### src/core/cmr_pkg.sv
// shared constants, types and helpers of the converter register bank
package cmr_pkg;

	// register addresses as seen by the serial master
	localparam logic [15:0] ADR_CUR_LOW = 16'h000F;
	localparam logic [15:0] ADR_STATION = 16'h0010;
	localparam logic [15:0] ADR_BAUD = 16'h0012;
	localparam logic [15:0] ADR_KIND = 16'h0013;
	localparam logic [15:0] ADR_FW = 16'h0014;
	localparam logic [15:0] ADR_UID = 16'h0015;
	localparam logic [15:0] ADR_CAL_VAL = 16'h001A;
	localparam logic [15:0] ADR_PROBE_RAW = 16'h001B;
	localparam logic [15:0] ADR_RESIST = 16'h001C;
	localparam logic [15:0] ADR_TEMP = 16'h001D;
	localparam logic [15:0] ADR_CUR_RAW = 16'h001E;
	localparam logic [15:0] ADR_CUR_VAL = 16'h001F;
	localparam logic [15:0] ADR_OUT_CUR = 16'h0020;
	localparam logic [15:0] ADR_FLAGS = 16'h0021;
	localparam logic [15:0] ADR_CAL_CMD = 16'h0022;
	localparam logic [15:0] ADR_A1_FUNC = 16'h0023;
	localparam logic [15:0] ADR_A1_SENSE = 16'h0024;
	localparam logic [15:0] ADR_A1_THA = 16'h0025;
	localparam logic [15:0] ADR_A1_THB = 16'h0026;
	localparam logic [15:0] ADR_A1_HYST = 16'h0027;
	localparam logic [15:0] ADR_MAP_LAST = 16'h002C;
	localparam logic [15:0] ADR_RESULT = 16'h00C8;

	// serial function codes and exception answers
	localparam logic [7:0] FC_READ = 8'h03;
	localparam logic [7:0] FC_WRITE1 = 8'h06;
	localparam logic [7:0] FC_WRITEN = 8'h10;
	localparam logic [7:0] EXC_NONE = 8'h00;
	localparam logic [7:0] EXC_FUNC = 8'h01;
	localparam logic [7:0] EXC_ADDR = 8'h02;
	localparam logic [7:0] EXC_VALUE = 8'h03;

	// accepted ranges; thresholds are signed tenths of a degree
	localparam logic [15:0] STATION_MAX = 16'h00F7;
	localparam logic [15:0] BAUD_MAX = 16'h0007;
	localparam logic [15:0] FUNC_MAX = 16'h0005;
	localparam logic [15:0] SENSE_MAX = 16'h0001;
	localparam logic signed [15:0] THR_MIN = 16'shF831;
	localparam logic signed [15:0] THR_MAX = 16'sh270F;
	localparam logic [15:0] HYST_MAX = 16'h270F;
	localparam int TEMP_SCALE = 10;
	localparam int CUR_SCALE = 100000;

	// status word bit positions
	localparam int FLG_SHORT = 0;
	localparam int FLG_OPEN = 1;
	localparam int FLG_CUR_LOW = 4;
	localparam int FLG_CUR_HIGH = 5;
	localparam int FLG_NV_BAD = 9;
	localparam int FLG_TEMP_FAIL = 10;
	localparam int FLG_ALM1 = 12;
	localparam int FLG_ALM2 = 13;
	localparam logic [15:0] FLG_USED = 16'h3633;

	// reset values
	localparam logic [15:0] RST_STATION = 16'h0001;
	localparam logic [15:0] RST_BAUD = 16'h0003;
	localparam logic [16:0] RST_BAUD_RATE = 17'h02580;
	localparam logic [15:0] RST_ZERO = 16'h0000;

	typedef enum logic [2:0] {ALM_OFF, ALM_ABS_HIGH, ALM_ABS_LOW, ALM_DEVIATION, ALM_BAND, ALM_ONOFF} cmr_alarm_fn_e;

	typedef struct packed {
		logic valid;
		logic [7:0] func;
		logic [15:0] addr;
		logic [15:0] wdata;
	} cmr_req_s;

	typedef struct packed {
		logic valid;
		logic [7:0] exc;
		logic [15:0] rdata;
	} cmr_rsp_s;

	typedef struct packed {
		logic [15:0] probe_raw;
		logic [15:0] resistance;
		logic [15:0] temperature;
		logic [15:0] cur_raw;
		logic [15:0] cur_val;
		logic [15:0] out_cur;
		logic [15:0] cur_high_limit;
		logic temp_mode;
		logic probe_short;
		logic probe_open;
		logic cur_low;
		logic cur_high;
		logic nv_bad;
		logic temp_fail;
		logic alarm2_active;
	} cmr_meas_s;

	function automatic logic [16:0] cmr_baud_of(input logic [2:0] code);
		case (code)
			3'h0: cmr_baud_of = 17'h004B0;
			3'h1: cmr_baud_of = 17'h012C0;
			3'h2: cmr_baud_of = 17'h012C0;
			3'h3: cmr_baud_of = 17'h02580;
			3'h4: cmr_baud_of = 17'h04B00;
			3'h5: cmr_baud_of = 17'h09600;
			3'h6: cmr_baud_of = 17'h0E100;
			default: cmr_baud_of = 17'h1C200;
		endcase
	endfunction

endpackage

### src/core/cmr_regbank.sv
// parameter and measurement register bank with the first alarm output
// What this block does
// - refuse input low limit above upper limit
// - station address accepted only 0 to 247
// - new station address used after restart only
// - baud code maps to fixed rate table
// - new baud code applied after restart only
// - probe raw, resistance, temperature read-only
// - current raw count and value read-only
// - analog output current read-only
// - status bits 0,1 probe short/open
// - status bits 4,5 current under/over range
// - status bits 9,10 bad parameters, temperature failure
// - status bits 12,13 alarm one/two active
// - writable volatile calibration value register
// - alarm function code selects six behaviours
// - polarity bit selects NC or NO contact
// - threshold one trip/lower limit, -1999..9999
// - threshold two upper limit for 3,4
// - hysteresis 0..9999 governs alarm release
// - only functions 03, 06, 10 accepted
// - writes to read-only registers ignored
// - temperatures signed tenths of a degree
// - currents scaled relative to milliamperes
module cmr_regbank #(
	parameter logic [15:0] KIND_CODE = 16'h00A5, // arbitrary value
	parameter logic [15:0] FW_CODE = 16'h0042, // arbitrary value
	parameter logic [15:0] UID_CODE = 16'h1234 // arbitrary value
) (
	input wire logic i_clk,
	input wire logic i_rst_n,
	input wire logic i_ce,
	input wire logic i_restart,
	input wire cmr_pkg::cmr_req_s i_req,
	input wire cmr_pkg::cmr_meas_s i_meas,
	output cmr_pkg::cmr_rsp_s o_rsp,
	output logic [15:0] o_station_addr,
	output logic [16:0] o_baud_rate,
	output logic [15:0] o_status,
	output logic o_alarm1_active,
	output logic o_alarm1_contact,
	output logic [15:0] o_cal_value,
	output logic [15:0] o_cal_cmd,
	output logic o_cal_cmd_wr
);
	import cmr_pkg::*;

	typedef struct packed {
		logic [15:0] cur_low;
		logic [15:0] station;
		logic [15:0] baud;
		logic [15:0] cal_val;
		logic [15:0] cal_cmd;
		logic [15:0] a1_func;
		logic [15:0] a1_sense;
		logic [15:0] a1_tha;
		logic [15:0] a1_thb;
		logic [15:0] a1_hyst;
		logic [15:0] act_station;
		logic [16:0] baud_rate;
		logic [15:0] flags;
		logic alarm;
		logic cal_cmd_wr;
		logic contact;
		cmr_rsp_s rsp;
	} cmr_state_s;

	cmr_state_s st;
	cmr_state_s next_st;
	logic [15:0] reg_rd;
	logic [15:0] status_now;
	logic is_wr;
	logic [7:0] exc;
	logic [15:0] rd;
	logic signed [17:0] t;
	logic signed [17:0] tha;
	logic signed [17:0] thb;
	logic signed [17:0] hy;
	logic alarm_next;

	assign is_wr = (i_req.func == FC_WRITE1) || (i_req.func == FC_WRITEN);

	// status word assembled from the measurement side and the alarm one state; unused bits stay zero
	always_comb
	begin
		status_now = 16'h0000;
		status_now[FLG_SHORT] = i_meas.probe_short;
		status_now[FLG_OPEN] = i_meas.probe_open;
		status_now[FLG_CUR_LOW] = i_meas.cur_low;
		status_now[FLG_CUR_HIGH] = i_meas.cur_high;
		status_now[FLG_NV_BAD] = i_meas.nv_bad;
		status_now[FLG_TEMP_FAIL] = i_meas.temp_fail;
		status_now[FLG_ALM1] = st.alarm;
		status_now[FLG_ALM2] = i_meas.alarm2_active;
	end

	// read decode; holes in the map read as zero
	always_comb
	begin
		reg_rd = 16'h0000;
		if (i_req.addr == ADR_CUR_LOW)
			reg_rd = st.cur_low;
		else if (i_req.addr == ADR_STATION)
			reg_rd = st.station;
		else if (i_req.addr == ADR_BAUD)
			reg_rd = st.baud;
		else if (i_req.addr == ADR_KIND)
			reg_rd = KIND_CODE;
		else if (i_req.addr == ADR_FW)
			reg_rd = FW_CODE;
		else if (i_req.addr == ADR_UID)
			reg_rd = UID_CODE;
		else if (i_req.addr == ADR_CAL_VAL)
			reg_rd = st.cal_val;
		else if (i_req.addr == ADR_PROBE_RAW)
			reg_rd = i_meas.probe_raw;
		else if (i_req.addr == ADR_RESIST)
			reg_rd = i_meas.resistance;
		else if (i_req.addr == ADR_TEMP)
			reg_rd = i_meas.temperature;
		else if (i_req.addr == ADR_CUR_RAW)
			reg_rd = i_meas.cur_raw;
		else if (i_req.addr == ADR_CUR_VAL)
			reg_rd = i_meas.cur_val;
		else if (i_req.addr == ADR_OUT_CUR)
			reg_rd = i_meas.out_cur;
		else if (i_req.addr == ADR_FLAGS)
			reg_rd = st.flags;
		else if (i_req.addr == ADR_CAL_CMD)
			reg_rd = st.cal_cmd;
		else if (i_req.addr == ADR_A1_FUNC)
			reg_rd = st.a1_func;
		else if (i_req.addr == ADR_A1_SENSE)
			reg_rd = st.a1_sense;
		else if (i_req.addr == ADR_A1_THA)
			reg_rd = st.a1_tha;
		else if (i_req.addr == ADR_A1_THB)
			reg_rd = st.a1_thb;
		else if (i_req.addr == ADR_A1_HYST)
			reg_rd = st.a1_hyst;
	end

	// alarm decision on sign-extended tenths of a degree
	always_comb
	begin
		t = 18'($signed(i_meas.temperature));
		tha = 18'($signed(st.a1_tha));
		thb = 18'($signed(st.a1_thb));
		hy = 18'($signed(st.a1_hyst));
		alarm_next = st.alarm;
		case (cmr_alarm_fn_e'(st.a1_func[2:0]))
			ALM_ABS_HIGH:
				if (t > tha)
					alarm_next = 1'b1;
				else if (t < tha - hy)
					alarm_next = 1'b0;
			ALM_ABS_LOW:
				if (t < tha)
					alarm_next = 1'b1;
				else if (t > tha + hy)
					alarm_next = 1'b0;
			ALM_DEVIATION:
				if (t > thb || t < tha)
					alarm_next = 1'b1;
				else if (t < thb - hy && t > tha + hy)
					alarm_next = 1'b0;
			ALM_BAND:
				if (t > tha && t < thb)
					alarm_next = 1'b1;
				else if (t > thb + hy || t < tha - hy)
					alarm_next = 1'b0;
			ALM_ONOFF:
				if (t < tha - hy)
					alarm_next = 1'b1;
				else if (t >= tha + hy)
					alarm_next = 1'b0;
			default:
				alarm_next = 1'b0;
		endcase
		// alarms only work while measuring temperature
		if (!i_meas.temp_mode || st.a1_func > FUNC_MAX)
			alarm_next = 1'b0;
	end

	always_comb
	begin
		next_st = st;
		exc = EXC_NONE;
		rd = 16'h0000;
		next_st.rsp.valid = 1'b0;
		next_st.cal_cmd_wr = 1'b0;
		next_st.flags = status_now;
		next_st.alarm = alarm_next;
		if (i_req.valid)
		begin
			next_st.rsp.valid = 1'b1;
			if (i_req.func == FC_READ)
			begin
				if (i_req.addr == ADR_RESULT)
					rd = i_meas.temp_mode ? i_meas.temperature : i_meas.cur_val;
				else if (i_req.addr > ADR_MAP_LAST)
					exc = EXC_ADDR;
				else
					rd = reg_rd;
			end
			else if (is_wr)
			begin
				if (i_req.addr > ADR_MAP_LAST)
					exc = EXC_ADDR;
				else if (i_req.addr == ADR_CUR_LOW)
				begin
					if (i_req.wdata > i_meas.cur_high_limit)
						exc = EXC_VALUE;
					else
						next_st.cur_low = i_req.wdata;
				end
				else if (i_req.addr == ADR_STATION)
				begin
					if (i_req.wdata > STATION_MAX)
						exc = EXC_VALUE;
					else
						next_st.station = i_req.wdata;
				end
				else if (i_req.addr == ADR_BAUD)
				begin
					if (i_req.wdata > BAUD_MAX)
						exc = EXC_VALUE;
					else
						next_st.baud = i_req.wdata;
				end
				else if (i_req.addr == ADR_CAL_VAL)
					next_st.cal_val = i_req.wdata;
				else if (i_req.addr == ADR_CAL_CMD)
				begin
					next_st.cal_cmd = i_req.wdata;
					next_st.cal_cmd_wr = 1'b1;
				end
				else if (i_req.addr == ADR_A1_FUNC)
				begin
					if (i_req.wdata > FUNC_MAX)
						exc = EXC_VALUE;
					else
						next_st.a1_func = i_req.wdata;
				end
				else if (i_req.addr == ADR_A1_SENSE)
				begin
					if (i_req.wdata > SENSE_MAX)
						exc = EXC_VALUE;
					else
						next_st.a1_sense = i_req.wdata;
				end
				else if (i_req.addr == ADR_A1_THA || i_req.addr == ADR_A1_THB)
				begin
					if ($signed(i_req.wdata) < THR_MIN || $signed(i_req.wdata) > THR_MAX)
						exc = EXC_VALUE;
					else if (i_req.addr == ADR_A1_THA)
						next_st.a1_tha = i_req.wdata;
					else
						next_st.a1_thb = i_req.wdata;
				end
				else if (i_req.addr == ADR_A1_HYST)
				begin
					if (i_req.wdata > HYST_MAX)
						exc = EXC_VALUE;
					else
						next_st.a1_hyst = i_req.wdata;
				end
				// other addresses are read-only or unused: no change
			end
			else
				exc = EXC_FUNC;
			next_st.rsp.exc = exc;
			next_st.rsp.rdata = rd;
		end
		// a device restart takes over pending link settings
		if (i_restart)
		begin
			next_st.act_station = st.station;
			next_st.baud_rate = cmr_baud_of(st.baud[2:0]);
		end
		// relay drive built from the sense and alarm values that register with it
		next_st.contact = next_st.a1_sense[0] ? next_st.alarm : ~next_st.alarm;
	end

	always_ff @(posedge i_clk or negedge i_rst_n)
	begin
		if (!i_rst_n)
		begin
			st.cur_low <= RST_ZERO;
			st.station <= RST_STATION;
			st.baud <= RST_BAUD;
			st.cal_val <= RST_ZERO;
			st.cal_cmd <= RST_ZERO;
			st.a1_func <= RST_ZERO;
			st.a1_sense <= RST_ZERO;
			st.a1_tha <= RST_ZERO;
			st.a1_thb <= RST_ZERO;
			st.a1_hyst <= RST_ZERO;
			st.act_station <= RST_STATION;
			st.baud_rate <= RST_BAUD_RATE;
			st.flags <= RST_ZERO;
			st.alarm <= 1'b0;
			st.cal_cmd_wr <= 1'b0;
			st.contact <= 1'b1;
			st.rsp <= '0;
		end
		else if (i_ce)
			st <= next_st;
	end

	assign o_rsp = st.rsp;
	assign o_station_addr = st.act_station;
	assign o_baud_rate = st.baud_rate;
	assign o_status = st.flags;
	assign o_alarm1_active = st.alarm;
	assign o_cal_value = st.cal_val;
	assign o_cal_cmd = st.cal_cmd;
	assign o_cal_cmd_wr = st.cal_cmd_wr;
	// NO contact closes while active, NC contact opens while active
	assign o_alarm1_contact = st.contact;
endmodule

### config.mk
export PLATFORM = sky130hd
export DESIGN_NAME = cmr_regbank
export DESIGN_NICKNAME = d
export VERILOG_FILES = /design/src/core/cmr_pkg.sv /design/src/core/cmr_regbank.sv
export SDC_FILE = /design/constraint.sdc
export NUM_CORES = 1
export LEC_CHECK = 0
export BUFFER_PORTS_ARGS = -buffer_cell sky130_fd_sc_hd__buf_2
export CAP_MARGIN = 15
export CORE_ASPECT_RATIO = 2
export CORE_UTILIZATION = 30
export CTS_CLUSTER_SIZE = 25
export DETAILED_ROUTE_END_ITERATION = 12
export GPL_TIMING_DRIVEN = 0
export PLACE_DENSITY = 0.53
export SYNTH_ARGS = -nofsm -noshare
export SYNTH_HDL_FRONTEND = slang
export SYNTH_SLANG_ARGS = --single-unit
### constraint.sdc
create_clock -name i_clk -period 4.6 [get_ports i_clk]
set_input_delay 0.23 -clock i_clk [delete_from_list [all_inputs] [get_ports i_clk]]
set_output_delay 0.23 -clock i_clk [all_outputs]
set_load 0.01 [all_outputs]
# Yosys cells after proc, flatten, opt, wreduce, memory -nomap -nowiden
# Cells that the tools add are included.
totals:
  ff_bits: 229
  word_cells: 209
  n_memories: 0
  rom_bits: 0
  mem_bits_rw: 0
  latchBits: 0
op_classes:
  n_addsub: 4
  div_mod_pow: 0
  multipliers: 0
  shifts: 0
  n_bitwise: 19
  n_reduce_logical: 23
  muxes: 89
  n_eq_ne: 35
  n_lt_le_gt_ge: 19
op_table:
  columns: ["operator", "count"]
  rows:
  - ["$mux 49", 10]
  - ["$mux 16", 29]
  - ["$eq 16x5->1 const B", 11]
  - ["$eq 16x6->1 const B", 8]
  - ["$pmux 17 s6", 1]
  - ["$mux 8", 11]
  - ["$mux 32", 2]
  - ["$gt 16x16->1", 3]
  - ["$gt 16x3->1 const B", 3]
  - ["$mux 48", 1]
  - ["$reduce_and 15->1", 3]
  - ["$add 16x16->17", 2]
  - ["$gt 16x17->1", 2]
  - ["$lt 16x17->1", 2]
  - ["$sub 16x16->17", 2]
  - ["$lt 16x16->1", 2]
  - ["$mux 25", 1]
  - ["$mux 1", 23]
  - ["$mux 2", 10]
  - ["$not 1->1", 19]
  - ["$reduce_and 9->1", 2]
  - ["$ge 16x17->1", 1]
  - ["$eq 16x4->1 const B", 1]
  - ["$eq 16x8->1 const B", 1]
  - ["other kinds (24)", 39]

# Logic depth before layout (Yosys ltp)
# Gate-level depths: netlist of the first run.
depth:
  depth_word: 25
  mapped_depth: 22
  ltp_nobuf: 22

# Worst setup path after synthesis of the first run
# No wires, ideal clock.
synth_path:
  kind: "register -> register"
  start: "register st, in the netlist hy[1]"
  end: "register st, in the netlist o_alarm1_active"
  setup_time_ns: 0.120
  path_buffers: 0
  t_arrival_ns: 4.409
  period_less_slack_ns: 4.530
  required_ns: 4.480
  slack_ns: 0.070
  stages_incl_launch_ff: 20
  cell_sequence: "dfrtp_1 > inv_1 > ha_1 > o21bai_1 > a21oi_1 > o21ba_2 > o31ai_1 > a211oi_1 > o41ai_1 > nor4_1 > a211oi_1 > ha_1 > nand4_1 > or3_1 > a211o_1 > a32oi_1 > a21oi_1 > a2111oi_0 > o2111ai_1 > a31o_2"
synth_via:
  elab_chain_cells: 7
synth_lines:
  columns: ["element", "line_no", "rtl"]
  rows:
  - ["from (decl)", "cmr_regbank.sv:68", "cmr_state_s st;"]
  - ["from (signal assigned)", "cmr_regbank.sv:308", "st <= next_st;"]
  - ["$add 16x16->17 (tied with other cells)", "cmr_regbank.sv:170", "else if (t > thb + hy || t < tha - hy)"]
  - ["$gt 16x17->1 (tied with other cells)", "cmr_regbank.sv:170", null]
  - ["$logic_or 1x1->1 / $logic_and 1x1->1 (equally long branches)", "cmr_regbank.sv:170, cmr_regbank.sv:165", null]
  - ["$mux 1, on equally long branches", "cmr_regbank.sv:170, cmr_regbank.sv:165", null]
  - ["$mux 1, on equally long branches", "cmr_regbank.sv:168, cmr_regbank.sv:163", null]
  - ["$pmux 1 s5 *", "cmr_regbank.sv:151", "case (cmr_alarm_fn_e'(st.a1_func[2:0]))"]
  - ["$mux 1 *", "cmr_regbank.sv:181", "if (!i_meas.temp_mode || st.a1_func > FUNC_MAX)"]
# Every way passes the cells marked *; elsewhere a longest branch is shown, timed or not.
# A chain may end at the register's enable or synchronous reset.

# Worst setup path after layout of the first run
layout_path:
  start: "register st[110] (netlist bit)"
  end: "register st, in the netlist o_alarm1_active"
layout_via:
  elab_chain_cells: 7
layout_lines:
  columns: ["element", "line_no"]
  rows:
  - ["$sub 16x16->17 / $add 16x16->17 (equally long branches)", null]
  - ["$lt 16x17->1 / $gt 16x17->1 (equally long branches)", null]
  - ["$logic_or 1x1->1 / $logic_and 1x1->1 (equally long branches)", "cmr_regbank.sv:170, cmr_regbank.sv:165"]
  - ["$mux 1, on equally long branches", "cmr_regbank.sv:170, cmr_regbank.sv:165"]
  - ["$mux 1, on equally long branches", "cmr_regbank.sv:168, cmr_regbank.sv:163"]
  - ["$pmux 1 s5 *", "cmr_regbank.sv:151"]
  - ["$mux 1 *", "cmr_regbank.sv:181"]
# Marks and branches as above.

==> results of run 1 <==
## flip-flops by register name, summed over array words and instances, names as in the netlist, 8 cells and up
name	cells
o_cal_value	16
o_status	8
o_cal_cmd	16
o_baud_rate	12
st	112
o_rsp	19
o_station_addr	16
hy	16
## repair_timing
item / 4_1_cts / 5_1_grt
setup buffers: 16 / 9
hold buffers: 9 / 0
endpoints found under the setup margin: 2 / 2
endpoints found under the hold margin: 113 / 0
pin swaps: 19 / 37
resized for setup: 48 / 38
## cells in the mapped netlist (29+ instances only)
| library cell | instances | area, sq um |
|---|---|---|
| nand4_1 | 29 | 181 |
| nor2b_1 | 63 | 394 |
| a21o_1 | 31 | 233 |
| mux2_2 | 144 | 1620 |
| clkbuf_1 | 60 | 225 |
| xnor2_1 | 40 | 350 |
| nor2_1 | 89 | 334 |
| dfrtp_1 | 209 | 5230 |
| nand2_1 | 100 | 375 |
| a21oi_1 | 108 | 541 |
| ha_1 | 178 | 2230 |
| o21ai_0 | 78 | 390 |
| nand3_1 | 39 | 195 |
| buf_4 | 108 | 811 |
| inv_1 | 113 | 424 |
| nor3_1 | 34 | 170 |
## layer usage
metal | global-route usage [%] | vias up | share of wire, %
li1 | - | 7450 | -
met4 | 29.8 | 2 | 12
met5 | 0 | - | 0.020
met3 | 4.10 | 267 | 4.4
met2 | 54.6 | 706 | 52
met1 | 27.3 | 8183 | 32
## cell type report
class | instances | share of cell area [%]
multi-input combinational | 1380 | 51.8
sequential | 218 | 25.8
timing repair buffer | 295 | 7.73
buffer | 181 | 5.21
tap | 762 | 4.49
clock buffer | 27 | 2.67
inverter | 114 | 2.03
clock inverter | 9 | 0.283
antenna | 1 | 0.0118
## critical path, cell delays in order (launching register included)
cell       delay, ps
dfrtp_2          420
buf_4            140
buf_4            140
ha_1             180
o21bai_1         160
a21oi_2          200
o21ba_4          190
o31ai_4           90
a211oi_4         370
o41ai_2           90
buf_4            170
nor4_2           170
a211oi_2         100
ha_1             300
nand4_1          180
or3_4            480
a211o_4          340
a32oi_4          220
a21oi_2          100
a2111oi_4        220
o2111ai_2        220
a31o_2           280
## logic make-up after synthesis
kind of cell | count (synthesis) | share of synthesized area (%)
other | 1 | 0.0214
buffers and inverters | 298 | 8.82
multiplexers | 162 | 10.6
XOR/XNOR | 54 | 2.70
AO/OA/AOI/OAI | 478 | 18.7
flip-flops | 218 | 31.2
AND/OR/NAND/NOR | 486 | 14.9
adder cells (fa/ha/maj) | 182 | 13.2
## power breakdown
group / switching (uW) / leakage [uW] / total, uW / internal [uW]
logic: 410 / 0.00687 / 635 / 225
clock network: 832 / 0.000302 / 1710 / 877
registers: 12.8 / 0.00294 / 1940 / 1930
## worst paths after layout
path                       slack (ps)           endpoint
min                                -2           o_rsp[0]
max reg2reg                      -300    o_alarm1_active
max in group asynchronous        3180  o_station_addr[3]
max                              -300    o_alarm1_active
min reg2reg                       490    o_baud_rate[13]
min in group asynchronous         270      o_cal_cmd[11]
## per-stage QoR
step                      area (sq um)  std cells  hold WS (ps)  TNS (ps)
final                            21200       2987         -1.86      -572
after CTS                        21000       2977          8.33     -1180
after global routing             21200       2986          38.5      -882
after global placement           19800       2911           453   -139030
after floorplan                  17600       1896         -65.6         0
after detailed placement         19900       2917           349     -4120
==> impl_metrics.json, run 1 <==
{
  "outcome": "finished with violations",
  "violations": "hold timing, setup timing",
  "ys_ff_latch": 218,
  "async_flop_share_pct": 100,
  "reg2reg_depth": 21,
  "syn_to_final_growth_pct": 21.1,
  "cp.arrival_ps": 5360,
  "min-delay-start": "i_meas[104]",
  "final_common_cell": "buf_2",
  "cts_buffer_depth": 3,
  "drive_above_1_share_pct": 31.5,
  "overflow": 0,
  "finalSetupViolCount": 2,
  "hold_depth": 3,
  "grt_max_degree": 113,
  "grt_pass1_wl_mm": 124,
  "antenna_found_initial": 2,
  "vias": 16600,
  "gp_congestion": 1.04,
  "drv_cap": 0,
  "portBuffers": 253,
  "maxSlewHeadroom_pct": 18.4,
  "ys_warn_count": 0,
  "fin_nets": 2557,
  "power-per-cell-area_nw_per_um2": 202,
  "wl_mm": 88.6,
  "multi_input_area_sq_um": 11000,
  "row_count": 125,
  "whs_ps": -1.86,
  "start_kind": "flop",
  "power.leakage_uw": 0.0101,
  "die_y_um": 344,
  "end_kind": "flop",
  "worst_hold_path_type": "primary input to flop",
  "grt_usage_pct": 29.5,
  "dieArea_sq_um": 59500,
  "start_util_pct": 30.3,
  "required_ps": 5070,
  "crit_type": "flop to flop",
  "finalPower_uw": 4290,
  "dp_hpwl_mm": 72.5,
  "antenna_left": 0,
  "finalCritPeriodShare_pct": 106,
  "num_io_pins": 274,
  "cp_max_fo": 3,
  "cts_buffers": 20,
  "synth-edff-count": 0,
  "synth_cells": 1879,
  "slew_viol_final": 0,
  "core-area_sq_um": 57900,
  "post_drt_wl_per_cell_um": 29.7,
  "fin_skew_ps": 18.9,
  "timing.rr.start": "st[110]",
  "ys.flop_type": "dfrtp_1",
  "drc": 0,
  "htreeDepth": 1,
  "clkTransAtPathRegs_ps": 80,
  "fillers": 6066,
  "synth.yosys.seq_area_share_pct": 31.2,
  "cts_root_buffer": "clkbuf_16",
  "cts.sinks": 218,
  "vdd_drop_max_mv": 0.223,
  "drt_iter0_markers": 1179,
  "finalWorstSetupSlack_ps": -297,
  "yosysUniqueCellTypes": 86,
  "grt_pass1_vias": 17300,
  "final_cell_mix": "buf_2 (265), dfrtp_1 (202), ha_1 (174), mux2_2 (144), buf_4 (137)",
  "cts_tree": "done",
  "tightest_slew_ps": 1220,
  "min_period_ps": 4900,
  "hold_viol": 1,
  "clk_latency_ps": 570,
  "vias_per_cell": 5.56,
  "rsz0062_at_grt": "yes",
  "first_pass_iters": 8,
  "avgSynthCellArea_sq_um": 9.33,
  "seqCellArea_sq_um": 5480,
  "max_freq_mhz": 204,
  "die_w_um": 173,
  "crit_start": "st[110]",
  "synth_area_sq_um": 17500,
  "preCtsSetupSlack_ps": -2070,
  "final_core_util_pct": 36.7
}
Power figures use the tool's default switching activity.
==> run 2, diff against run 1 <==
- CORE_UTILIZATION: 30 -> 40
- PLACE_DENSITY: 0.53 -> 0.66
==> run 2 against run 1 <==
The run ends with setup timing left. Sequential share of layout area grew 0.30 points. Die area shrank 25%. Combinational power shrank 3.1%. Clock skew shrank 2.4 ps. Cell count shrank 7.0%. Critical endpoint is now o_alarm1_contact. Highest routed layer unchanged.
==> impl_metrics.json, run 2 (synthesized netlist as in run 1, its figures left out) <==
{
  "outcome": "finished with violations",
  "violations": "setup timing",
  "syn_to_final_growth_pct": 19.7,
  "critPathTopFamily": "compound AO/OA/AOI/OAI gates",
  "swShare_pct": 28.5,
  "post_drt_wl_per_cell_um": 29.4,
  "rsz0062_at_grt": "yes",
  "core-area_sq_um": 43400,
  "power-per-cell-area_nw_per_um2": 207,
  "max_freq_mhz": 196,
  "vdd_drop_max_mv": 0.276,
  "grt_max_degree": 114,
  "clk_latency_ps": 530,
  "die_y_um": 298,
  "start_util_pct": 40.4,
  "dpl.cell_count": 2704,
  "cts.sinks": 218,
  "fin_cells": 2778,
  "dp_hpwl_mm": 65.6,
  "internal_power_uw": 3110,
  "preCtsSetupSlack_ps": -2170,
  "overflow": 0,
  "cts_tree": "done",
  "cp_max_fo": 3,
  "largest_register": "st",
  "finalSetupViolCount": 2,
  "tightest_slew_ps": 1150,
  "grt_pass1_vias": 17500,
  "num_io_pins": 274,
  "die_w_um": 150,
  "combPwrFrac_pct": 14.2,
  "worst_hold_path_type": "primary input to flop",
  "drc": 0,
  "grt_pass1_wl_mm": 115,
  "htreeDepth": 1,
  "fillers": 4214,
  "wl_mm": 81.6,
  "fin_skew_ps": 16.5,
  "path_buf_inv": 4,
  "portBuffers": 253,
  "finalCritPeriodShare_pct": 111,
  "clock_power_share_pct": 41.1,
  "drt_iter0_markers": 1151,
  "end_kind": "flop",
  "antenna_left": 0,
  "seq_power_share_pct": 44.8,
  "cpPeakStageDelay_ps": 480,
  "cts_root_buffer": "clkbuf_16",
  "grt_usage_pct": 36.7,
  "hold_viol": 0,
  "slew_viol_final": 0,
  "gp_congestion": 1.02,
  "cp.arrival_ps": 5560,
  "whs_ps": 44.5,
  "final_cell_mix": "buf_2 (267), dfrtp_1 (202), ha_1 (173), mux2_2 (144), buf_4 (135)",
  "clkTransAtPathRegs_ps": 70,
  "cts_buffers": 21,
  "start_kind": "flop",
  "required_ps": 5060,
  "fin_nets": 2559,
  "drive_above_1_share_pct": 31.5,
  "antenna_found_initial": 3,
  "row_count": 108,
  "vias_per_cell": 6.01,
  "maxSlewHeadroom_pct": 22.9,
  "power.switching_uw": 1240,
  "min_period_ps": 5100,
  "dieArea_sq_um": 44700,
  "finalWorstSetupSlack_ps": -502,
  "final_common_cell": "buf_2",
  "drv_cap": 0,
  "cts_buffer_depth": 3,
  "first_pass_iters": 6,
  "crit_type": "flop to flop",
  "power.leakage_uw": 0.0101,
  "cp_slowest_cell": "a2111oi_4",
  "largest_reg_flops": 112,
  "vias": 16700
}
[run 2: through the flow]
step	power (uW)	setup TNS [ps]	cell area [sq um]	util (%)
detailed placement	2570	-4300	19600	45.2
floorplan	2240	0	17600	-
CTS	4340	-1170	20800	48.0
global placement	2550	-94360	19600	45.1
global route	4450	-1260	21000	48.4
finish	4350	-983	21000	48.4
[run 2: layer usage]
| layer | wire, um | share of wire (%) | track usage (%) |
|---|---|---|---|
| met2 | 42200 | 52 | 66.2 |
| met5 | 11 | 0.013 | 0 |
| met1 | 25000 | 31 | 33.3 |
| met4 | 10300 | 13 | 38.3 |
| met3 | 4180 | 5.1 | 4.96 |
[run 2: worst min-delay path, delay by kind of cell]
| kind | cells | cell delay (ps) |
|---|---|---|
| and+or+nand+nor | 1 | 90 |
| AOI/OAI and AO/OA | 1 | 90 |
| buffers and inverters | 1 | 130 |
[run 2: area by class of cell]
type                            count  area (sq um)  share of cell area (%)
Clock buffer                       28           582                    2.77
Antenna cell                        3          7.51                  0.0358
Tap cell                          550           688                    3.28
Multi-Input combinational cell   1380         11000                    52.3
Clock inverter                      8          83.8                   0.399
Inverter                          114           430                    2.05
Buffer                            182          1110                    5.29
Sequential cell                   218          5480                    26.1
Timing Repair Buffer              295          1630                    7.76
[run 2: worst paths after layout]
check / from / endpoint / slack, ps / depth (start not counted)
setup / recovery: hy[0] / o_alarm1_contact / -500 / 25
hold / removal: i_meas[44] / o_rsp[4] / 40 / 3
setup reg to reg: hy[0] / o_alarm1_contact / -500 / 25
hold reg to reg: o_baud_rate[10] / o_baud_rate[10] / 500 / 2
max in group asynchronous: i_rst_n / o_cal_cmd[12] / 3150 / 3
min in group asynchronous: i_rst_n / o_cal_value[0] / 320 / 2
[run 2: repair_timing]
action,4_1_cts,5_1_grt
endpoints found under the setup margin,2,2
resized for setup,59,29
endpoints found under the hold margin,104,0
pin swaps,22,37
hold buffers,8,0
setup buffers,22,7
[run 2: power by group through the flow]
stage / logic, uW / registers (uW) / clock network [uW]
floorplan: 266 / 1970 / 0
global placement: 572 / 1980 / 0
CTS: 600 / 1940 / 1800
global route: 655 / 1940 / 1850
detailed placement: 586 / 1980 / 0
finish: 615 / 1950 / 1790
